--- config.mk ---
export PLATFORM = sky130hd
export DESIGN_NAME = mcr_change_ctrl
export DESIGN_NICKNAME = d
export VERILOG_FILES = /design/src/include/mcr_pkg.sv /design/src/mcr_ref_store.sv /design/src/mcr_change_ctrl.sv
export SDC_FILE = /design/constraint.sdc
export NUM_CORES = 1
export LEC_CHECK = 0
export BUFFER_PORTS_ARGS = -buffer_cell sky130_fd_sc_hd__buf_2
export CAP_MARGIN = 20
export CELL_PAD_IN_SITES_DETAIL_PLACEMENT = 0
export CELL_PAD_IN_SITES_GLOBAL_PLACEMENT = 1
export CORE_MARGIN = 1.5
export CORE_UTILIZATION = 45
export CTS_CLUSTER_DIAMETER = 100
export DETAILED_ROUTE_END_ITERATION = 8
export PLACE_DENSITY = 0.87
export SLEW_MARGIN = 20
export SYNTH_ARGS = -nofsm -noshare
export SYNTH_HDL_FRONTEND = slang
export SYNTH_HIERARCHICAL = 1
export SYNTH_SLANG_ARGS = --single-unit
--- constraint.sdc ---
create_clock -name clk -period 12.5 [get_ports clk]
set_clock_uncertainty 0.1 [all_clocks]
set_input_delay 0.625 -clock clk [delete_from_list [all_inputs] [get_ports clk]]
set_output_delay 0.625 -clock clk [all_outputs]
set_load 0.01 [all_outputs]
--- src/include/mcr_pkg.sv ---
// ====================================================================
// shared constants and types for the change detector control block
// ====================================================================
package mcr_pkg;

    // ================================================================
    // register map and widths
    // ================================================================
    localparam logic [7:0]  MCR_CONFIG_B_ADDR  = 8'h30;  // change_detect_config_b
    localparam logic [7:0]  MCR_CONFIG_B_RESET = 8'h00;  // all fields off after reset
    localparam int          MCR_DATA_W         = 12;     // trimmed sample width
    localparam int          MCR_CNT_W          = 8;      // debounce counter width
    localparam int          MCR_AXES           = 3;      // x, y, z
    localparam logic [2:0]  MCR_MAG_CHANNELS   = 3'h1;   // magnitude uses the x channel only

    // ================================================================
    // field positions inside change_detect_config_b
    // ================================================================
    localparam int MCR_ENABLE_BIT   = 7;  // change_detect_enable
    localparam int MCR_REFMODE_LSB  = 5;  // reference_update_mode[1:0]
    localparam int MCR_OT_DBM_BIT   = 4;  // outside_debounce_mode
    localparam int MCR_WT_DBM_BIT   = 3;  // inside_debounce_mode
    localparam int MCR_WT_SEL_BIT   = 2;  // inside_axis_combine_select
    localparam int MCR_MAG_BIT      = 1;  // input mode: vector magnitude
    localparam int MCR_REFRESH_BIT  = 0;  // reference_refresh_request

    // ================================================================
    // types
    // ================================================================
    typedef enum logic [1:0] {
        MCR_REF_FIRST_OT = 2'b00,  // first sample, then recapture on outside event
        MCR_REF_HOLD     = 2'b01,  // first sample, then hold
        MCR_REF_SLOPE    = 2'b10,  // previous sample every evaluation
        MCR_REF_ZERO     = 2'b11   // absolute mode
    } mcr_ref_mode_t;

    // packed so that the struct lines up with the register byte
    typedef struct packed {
        logic          change_detect_enable;
        mcr_ref_mode_t reference_update_mode;
        logic          outside_debounce_mode;
        logic          inside_debounce_mode;
        logic          inside_axis_combine_select;
        logic          magnitude_mode;
        logic          reference_refresh_request;
    } mcr_config_t;

    typedef logic signed [MCR_DATA_W-1:0]         mcr_data_t;
    typedef logic [MCR_AXES-1:0][MCR_DATA_W-1:0]  mcr_triplet_t;

    // one decimated sample per output-data-rate period
    typedef struct packed {
        logic         valid;
        mcr_triplet_t axes;       // [0]=x [1]=y [2]=z
        mcr_data_t    magnitude;
    } mcr_sample_t;

    typedef struct packed {
        logic       wr_en;
        logic       rd_en;
        logic [7:0] addr;
        logic [7:0] wdata;
    } mcr_reg_req_t;

endpackage

--- src/mcr_ref_store.sv ---
`timescale 1ns/10ps
// ====================================================================
// per-axis reference storage, read data straight from the cells
// ====================================================================
module mcr_ref_store (
    input  wire logic                 clk,
    input  wire logic                 rst,
    input  wire logic                 ce,
    input  wire logic [2:0]           wr_en,
    input  wire mcr_pkg::mcr_triplet_t wr_data,
    output mcr_pkg::mcr_triplet_t     rd_data
);

    mcr_pkg::mcr_triplet_t ref_reg;
    mcr_pkg::mcr_triplet_t ref_next;

    // ================================================================
    // one entry per axis
    // ================================================================
    genvar gi;
    generate
        for (gi = 0; gi < mcr_pkg::MCR_AXES; gi++) begin : g_entry
            always_comb begin
                ref_next[gi] = wr_en[gi] ? wr_data[gi] : ref_reg[gi];
            end
        end
    endgenerate

    // cells are frozen while the clock enable is low
    always_ff @(posedge clk) begin
        if (rst) begin
            ref_reg <= '0;
        end else if (ce) begin
            ref_reg <= ref_next;
        end
    end

    assign rd_data = ref_reg;

endmodule

--- src/mcr_change_ctrl.sv ---
`timescale 1ns/10ps
// Function
// - mode 00: first sample, recapture on outside event
// - mode 01: first sample, hold until re-enable/refresh
// - mode 10: reference becomes previous sample
// - mode 11: references fixed at zero
// - outside debounce mode 0 decrements when false
// - outside debounce mode 1 clears when false
// - inside debounce mode 0 decrements when false
// - inside debounce mode 1 clears when false
// - inside combine: AND when 0, OR when 1
// - input mode 1 uses magnitude on x only
// - refresh request reloads references next sample while enabled
// - refresh in mode 11 keeps references zero
// - refresh request bit self-clears after reload
// - refresh request accepted in any mode
// - enabling initialises references; disabling stops detector
// - counters step once per sample period
module mcr_change_ctrl (
    input  wire logic                  clk,
    input  wire logic                  rst,
    input  wire logic                  ce,
    input  wire mcr_pkg::mcr_reg_req_t reg_req,
    output logic [7:0]                 reg_rdata,
    input  wire mcr_pkg::mcr_sample_t  sample,
    input  wire mcr_pkg::mcr_data_t    upper_threshold,
    input  wire mcr_pkg::mcr_data_t    lower_threshold,
    input  wire logic [2:0]            outside_axis_enable,
    input  wire logic [2:0]            inside_axis_enable,
    input  wire logic [7:0]            outside_debounce_threshold,
    input  wire logic [7:0]            inside_debounce_threshold,
    output logic                       outside_event_flag,
    output logic                       inside_event_flag,
    output mcr_pkg::mcr_triplet_t      reference
);

    // ================================================================
    // debounce step shared by both counters
    // ================================================================
    // returns {flag, count}; the count saturates at the threshold so the
    // release time in decrement mode is exactly threshold plus one periods
    function automatic logic [8:0] mcr_debounce(
        input logic       cond,
        input logic [7:0] cnt,
        input logic       flag,
        input logic [7:0] thr,
        input logic       clr_mode
    );
        logic [7:0] c;
        logic       f;
        c = cnt;
        f = flag;
        if (cond) begin
            if (c < thr) begin
                c = c + 8'h01;
            end
            if (c >= thr) begin
                f = 1'b1;
            end
        end else if (clr_mode) begin
            c = 8'h00;
            f = 1'b0;
        end else if (c == 8'h00) begin
            f = 1'b0;
        end else begin
            c = c - 8'h01;
        end
        return {f, c};
    endfunction

    // ================================================================
    // state
    // ================================================================
    mcr_pkg::mcr_config_t  cfg_reg;
    mcr_pkg::mcr_config_t  cfg_next;
    logic                  refresh_pend_reg;
    logic                  refresh_pend_next;
    logic                  first_pend_reg;
    logic                  first_pend_next;
    logic [7:0]            rdata_reg;
    logic [7:0]            rdata_next;
    logic [7:0]            ot_cnt_reg;
    logic [7:0]            ot_cnt_next;
    logic [7:0]            wt_cnt_reg;
    logic [7:0]            wt_cnt_next;
    logic                  ot_flag_reg;
    logic                  ot_flag_next;
    logic                  wt_flag_reg;
    logic                  wt_flag_next;
    logic [2:0]            ref_wr;
    mcr_pkg::mcr_triplet_t ref_wdata;
    mcr_pkg::mcr_triplet_t ref_stored;
    mcr_pkg::mcr_triplet_t cur_data;
    mcr_pkg::mcr_triplet_t eff_ref;
    logic [2:0]            ot_hit;
    logic [2:0]            wt_hit;
    logic [2:0]            ot_mask;
    logic [2:0]            wt_mask;
    logic                  ot_cond;
    logic                  wt_cond;
    logic                  eval;
    logic                  cfg_write;
    logic [8:0]            ot_step;
    logic [8:0]            wt_step;

    assign eval      = sample.valid && cfg_reg.change_detect_enable;
    assign cfg_write = reg_req.wr_en && (reg_req.addr == mcr_pkg::MCR_CONFIG_B_ADDR);

    // ================================================================
    // register port
    // ================================================================
    // a refresh request waits for the next sample; a fresh write of 1 in the
    // cycle that retires the old one is kept; a sample while disabled retires a request without a reload
    always_comb begin
        cfg_next          = cfg_reg;
        refresh_pend_next = refresh_pend_reg;
        first_pend_next   = first_pend_reg;
        rdata_next        = rdata_reg;
        if (sample.valid && refresh_pend_reg) begin
            refresh_pend_next = 1'b0;
        end
        if (eval) begin
            first_pend_next = 1'b0;
        end
        if (cfg_write) begin
            cfg_next = mcr_pkg::mcr_config_t'(reg_req.wdata);
            cfg_next.reference_refresh_request = 1'b0;
            if (reg_req.wdata[mcr_pkg::MCR_REFRESH_BIT]) begin
                refresh_pend_next = 1'b1;
            end
            if (reg_req.wdata[mcr_pkg::MCR_ENABLE_BIT] && !cfg_reg.change_detect_enable) begin
                first_pend_next = 1'b1;
            end
        end
        if (reg_req.rd_en) begin
            if (reg_req.addr == mcr_pkg::MCR_CONFIG_B_ADDR) begin
                rdata_next = {cfg_reg[7:1], refresh_pend_reg};
            end else begin
                rdata_next = 8'h00;
            end
        end
    end

    always_ff @(posedge clk) begin
        if (rst) begin
            cfg_reg          <= mcr_pkg::mcr_config_t'(mcr_pkg::MCR_CONFIG_B_RESET);
            refresh_pend_reg <= 1'b0;
            first_pend_reg   <= 1'b0;
            rdata_reg        <= 8'h00;
        end else if (ce) begin
            cfg_reg          <= cfg_next;
            refresh_pend_reg <= refresh_pend_next;
            first_pend_reg   <= first_pend_next;
            rdata_reg        <= rdata_next;
        end
    end

    // ================================================================
    // window comparison per channel
    // ================================================================
    // magnitude replaces x and the other channels drop out of both masks
    always_comb begin
        cur_data    = sample.axes;
        ot_mask     = outside_axis_enable;
        wt_mask     = inside_axis_enable;
        if (cfg_reg.magnitude_mode) begin
            cur_data[0] = sample.magnitude;
            ot_mask     = outside_axis_enable & mcr_pkg::MCR_MAG_CHANNELS;
            wt_mask     = inside_axis_enable & mcr_pkg::MCR_MAG_CHANNELS;
        end
        if (cfg_reg.reference_update_mode == mcr_pkg::MCR_REF_ZERO) begin
            eff_ref = '0;
        end else begin
            eff_ref = ref_stored;
        end
    end

    genvar gi;
    generate
        for (gi = 0; gi < mcr_pkg::MCR_AXES; gi++) begin : g_axis
            logic signed [12:0] delta;
            logic signed [12:0] up_ext;
            logic signed [12:0] lo_ext;
            // one extra bit so the difference cannot wrap
            assign delta  = 13'($signed(cur_data[gi])) - 13'($signed(eff_ref[gi]));
            assign up_ext = 13'(upper_threshold);
            assign lo_ext = 13'(lower_threshold);
            assign ot_hit[gi] = (delta > up_ext) || (delta < lo_ext);
            assign wt_hit[gi] = (delta <= up_ext) && (delta >= lo_ext);
        end
    endgenerate

    // outside is any enabled axis; inside follows the combine select
    always_comb begin
        ot_cond = |(ot_hit & ot_mask);
        if (cfg_reg.inside_axis_combine_select) begin
            wt_cond = |(wt_hit & wt_mask);
        end else begin
            wt_cond = (wt_mask != 3'h0) && (&(wt_hit | ~wt_mask));
        end
    end

    // ================================================================
    // debounce counters and event flags
    // ================================================================
    always_comb begin
        ot_step      = mcr_debounce(ot_cond, ot_cnt_reg, ot_flag_reg, outside_debounce_threshold,
                                    cfg_reg.outside_debounce_mode);
        wt_step      = mcr_debounce(wt_cond, wt_cnt_reg, wt_flag_reg, inside_debounce_threshold,
                                    cfg_reg.inside_debounce_mode);
        ot_cnt_next  = ot_cnt_reg;
        ot_flag_next = ot_flag_reg;
        wt_cnt_next  = wt_cnt_reg;
        wt_flag_next = wt_flag_reg;
        if (!cfg_reg.change_detect_enable) begin
            // a disabled detector holds no count or flag over to the next enable
            ot_cnt_next  = 8'h00;
            ot_flag_next = 1'b0;
            wt_cnt_next  = 8'h00;
            wt_flag_next = 1'b0;
        end else if (eval) begin
            ot_cnt_next  = ot_step[7:0];
            ot_flag_next = ot_step[8];
            wt_cnt_next  = wt_step[7:0];
            wt_flag_next = wt_step[8];
        end
    end

    always_ff @(posedge clk) begin
        if (rst) begin
            ot_cnt_reg  <= 8'h00;
            ot_flag_reg <= 1'b0;
            wt_cnt_reg  <= 8'h00;
            wt_flag_reg <= 1'b0;
        end else if (ce) begin
            ot_cnt_reg  <= ot_cnt_next;
            ot_flag_reg <= ot_flag_next;
            wt_cnt_reg  <= wt_cnt_next;
            wt_flag_reg <= wt_flag_next;
        end
    end

    // ================================================================
    // reference update, applied after the evaluation of the same sample
    // ================================================================
    // the comparison above used the old references; the new ones land on
    // the same edge as the counters, so in mode 10 sample n is against n-1, except the first sample after enabling
    always_comb begin
        ref_wr    = 3'h0;
        ref_wdata = cur_data;
        if (eval) begin
            case (cfg_reg.reference_update_mode)
                mcr_pkg::MCR_REF_FIRST_OT: begin
                    if (first_pend_reg || refresh_pend_reg || (!ot_flag_reg && ot_flag_next)) begin
                        ref_wr = 3'h7;
                    end
                end
                mcr_pkg::MCR_REF_HOLD: begin
                    if (first_pend_reg || refresh_pend_reg) begin
                        ref_wr = 3'h7;
                    end
                end
                mcr_pkg::MCR_REF_SLOPE: begin
                    ref_wr = 3'h7;
                end
                mcr_pkg::MCR_REF_ZERO: begin
                    // a refresh here reloads nothing: the cells stay zero
                    ref_wr    = 3'h7;
                    ref_wdata = '0;
                end
                default: begin
                    ref_wr = 3'h0;
                end
            endcase
        end
    end

    mcr_ref_store u_ref_store (
        .clk     (clk),
        .rst     (rst),
        .ce      (ce),
        .wr_en   (ref_wr),
        .wr_data (ref_wdata),
        .rd_data (ref_stored)
    );

    // ================================================================
    // outputs, all from flip-flops
    // ================================================================
    assign reg_rdata          = rdata_reg;
    assign outside_event_flag = ot_flag_reg;
    assign inside_event_flag  = wt_flag_reg;
    assign reference          = ref_stored;

endmodule

==> results by group <==
Status
  • Status: completed

Critical path
  • Slowest-stage cell, CP: o311ai_0
  • CP Class: flop to flop
  • WP data arrival: 6.99 ns
  • Crit-path max FO: 72
  • Flop2flop setup slack: ~5.7 ns
  • Slowest Stage Delay on Critical Path: 0.58 ns
  • Crit path buffers/inverters: 2
  • Most used cell along the critical path: o21ai_0
  • Crit start category: flop
  • CP delay by family, top: compound AO/OA/AOI/OAI gates
  • Critical Path Stages: 27
  • WP data required: 12.68 ns
  • Endpoint class of the critical path: flop
  • Worst Reg-to-Reg Cells: 27

Yosys
  • Synth unique cells: between 70 and 80
  • Ys async rst share: 0
  • Area share of the leading cell type in the synthesized netlist: 0.221
  • Syn_area_per_cell: 7.83 µm²
  • Gate Count Post-Synth: 1086
  • Yosys warns: 6
  • Most frequent cells after synthesis: ha_1 (150), nand2_1 (91), nor2_1 (89)
  • Most common cell in the synthesized netlist: ha_1
  • Mapped Area: 8500 µm²
  • Top FF cell, synth: dfxtp_1
  • Synth area leaders: ha_1 (22%), dfxtp_1 (17%), a21oi_1 (4.4%)
  • Sequential share of the synthesized area: 0.167
  • Syn nets: 1355
  • Post-synth EDFFs: 0
  • Area leader, netlist: ha_1
  • Yosys reg bits: 71

Global routing
  • Congestion Overflow GR: 0
  • Largest net degree at the start of global routing: 80
  • First-pass GRT wire length: 36.4 mm
  • Vias in the first global route: 7553
  • GRT Util Overall: 0.227
  • Initial antenna violation count: 1

Routing
  • Met3 wire len: 762 µm
  • DR vias: 7924
  • Iteration-0 DRC count of the detailed router: between 300 and 400
  • Drt drc: 0
  • Routed Antenna Nets: 0
  • Post-Route WL: 22.0 mm
  • WL met1: 10.4 mm
  • Pre-antenna DRT Iters: 5
  • Routed wl met2: ~11 mm
  • Wirelength per Cell: between 15 and 20 µm
  • Vias per cell: 5.43
  • Top Metal Used: met5

Timing
  • Hold Violations, Final: 0
  • TNS Setup: 0 ns
  • Slew headroom: 0.434
  • Achievable frequency: 0.147 GHz
  • Crit path time final: 6.81 ns
  • Setup violators final: 0
  • Fin crit share: 0.545
  • Fin worst setup slack: roughly 5.7 ns
  • RSZ-0062 raised after global routing: false
  • Slew at the pin closest to its max-slew limit: 0.846 ns
  • Slew Viols, Final: 0

Die
  • Die Span Y: around 140 µm
  • Initial Utilization: 0.456
  • CORE AREA: 18600 µm²
  • Die ar.: 19700 µm²
  • Die Wd: 140 µm
  • Std cell rows: 50
  • Io pins: 162

Placement
  • Dpl ws: 5.65 ns
  • Port bufs: 161
  • Placed inst area: around 9400 µm²
  • Routability cong.: 0.828
  • DP HPWL: between 15 and 20 mm

Clock tree
  • Number of CTS-inserted buffers: 9
  • Clk slew on worst S/H paths: around 0.060 ns
  • Total clock sinks: 71
  • Number of setup buffers added after CTS: 0
  • H-tree depth: 3
  • CTS Root Cell: clkbuf_16
  • Clock latency on the worst-skew pair: between 0.3 and 0.4 ns
  • Post-CTS Hold Fix Bufs: 0
  • Count of cells resized by post-cts repair: 0
  • CTS tree: done
  • Max clock buf depth: 2

Final layout
  • FF+latch area: 1420 µm²
  • Nets: 1488
  • Multi-input logic area: between 6000 and 7000 µm²
  • Final core occ: 0.519
  • Fillers: roughly 1900
  • Area growth syn-to-layout: 13.8%
  • Final instance area: 9670 µm²
  • Largest register FFs: 36
  • Share of layout cells above drive strength 1: 0.178
  • Antenna diodes: 0

Pwr
  • Switching Fraction: 0.335
  • Clock power share: 0.382
  • Pint: roughly 450 µW
  • Net switching power: 225 µW
  • Static Leak: 0.00464 µW
  • Cell area power density: approximately 69 nW/µm²
  • Sequential power share: 0.337
  • VDD IR max: ~0.070 mV
  • Combinational share of power: 0.281

Min path
  • Hold Crit Class: flop to flop
  • Hold Crit Depth: 2

Job
  • Max_cap viols: 0
[worst min-delay path, stage by stage, from the launching register on]
cell,delay (ns)
dfxtp_1,0.31
nand2_1,0.05
a21oi_1,0.05
[layer usage]
metal | up-vias | global-route usage
met2 | 136 | 0.398
met1 | 3603 | 0.289
met3 | 21 | 0.0308
li1 | 4162 | -
met4 | 2 | 0.0693
met5 | - | 0
[through the flow]
step,total power (µW),hold slack (ns),std cells
after floorplan,368,0.371,1086
after global placement,415,0.342,1442
after detailed placement,419,0.350,1442
after CTS,677,0.359,1458
after global routing,713,0.376,1458
final,671,0.353,1458
[power groups by stage]
stage / Clock, µW / Sequential, µW / Combinational, µW
2_1_floorplan: 0 / 231 / 137
3_3_place_gp: 0 / 231 / 184
3_5_place_dp: 0 / 231 / 187
4_1_cts: 262 / 226 / 189
5_1_grt: 272 / 226 / 216
6_report: 257 / 226 / 188
[cell usage in the layout (no fill, tap or decap), types with 9 or more instances in the layout]
cell	netlist	routed
o21ai_0	41	41
nand2b_1	12	12
o2bb2ai_1	13	13
inv_1	86	86
nor3_1	20	20
a21bo_1	34	34
mux2_2	10	10
a21boi_0	14	14
xnor2_1	37	37
a21oi_1	74	74
a21o_1	23	23
mux2i_1	24	24
nand4_1	21	21
nand2_1	91	91
ha_1	150	150
and3_1	10	10
nor2b_1	17	17
nor2_1	89	88
buf_2	14	161
and2_1	35	35
a21oi_2	10	10
dfxtp_1	71	71
clkbuf_16	0	9
nand3_1	66	66
[layout make-up]
cell class | instances | area share
clock inverters | 7 | 0.00621
inverters | 86 | 0.0334
multi-input cells | 883 | 0.671
well taps | 234 | 0.0303
clock buffers | 9 | 0.0233
flip-flops and latches | 71 | 0.147
repair buffers | 168 | 0.0888
[final timing paths]
check / start / endpoint
setup / recovery: cfg_reg[6]$_SDFFE_PP0P_ / u_ref_store/rd_data[35]$_SDFFE_PP0P_
hold / removal: reg_rdata[0]$_SDFFE_PP0P_ / reg_rdata[0]$_SDFFE_PP0P_
setup reg to reg: cfg_reg[6]$_SDFFE_PP0P_ / u_ref_store/rd_data[35]$_SDFFE_PP0P_
hold reg to reg: reg_rdata[0]$_SDFFE_PP0P_ / reg_rdata[0]$_SDFFE_PP0P_
[kinds of logic after synthesis]
family	Yosys count	synth area share
compound gates	275	0.234
fa+ha+maj	153	0.228
simple gates	382	0.219
buf+inv	132	0.0701
xor+xnor	39	0.0402
flops	71	0.167
mux	34	0.0415
Note: power is estimated with default switching activity, not from simulation.
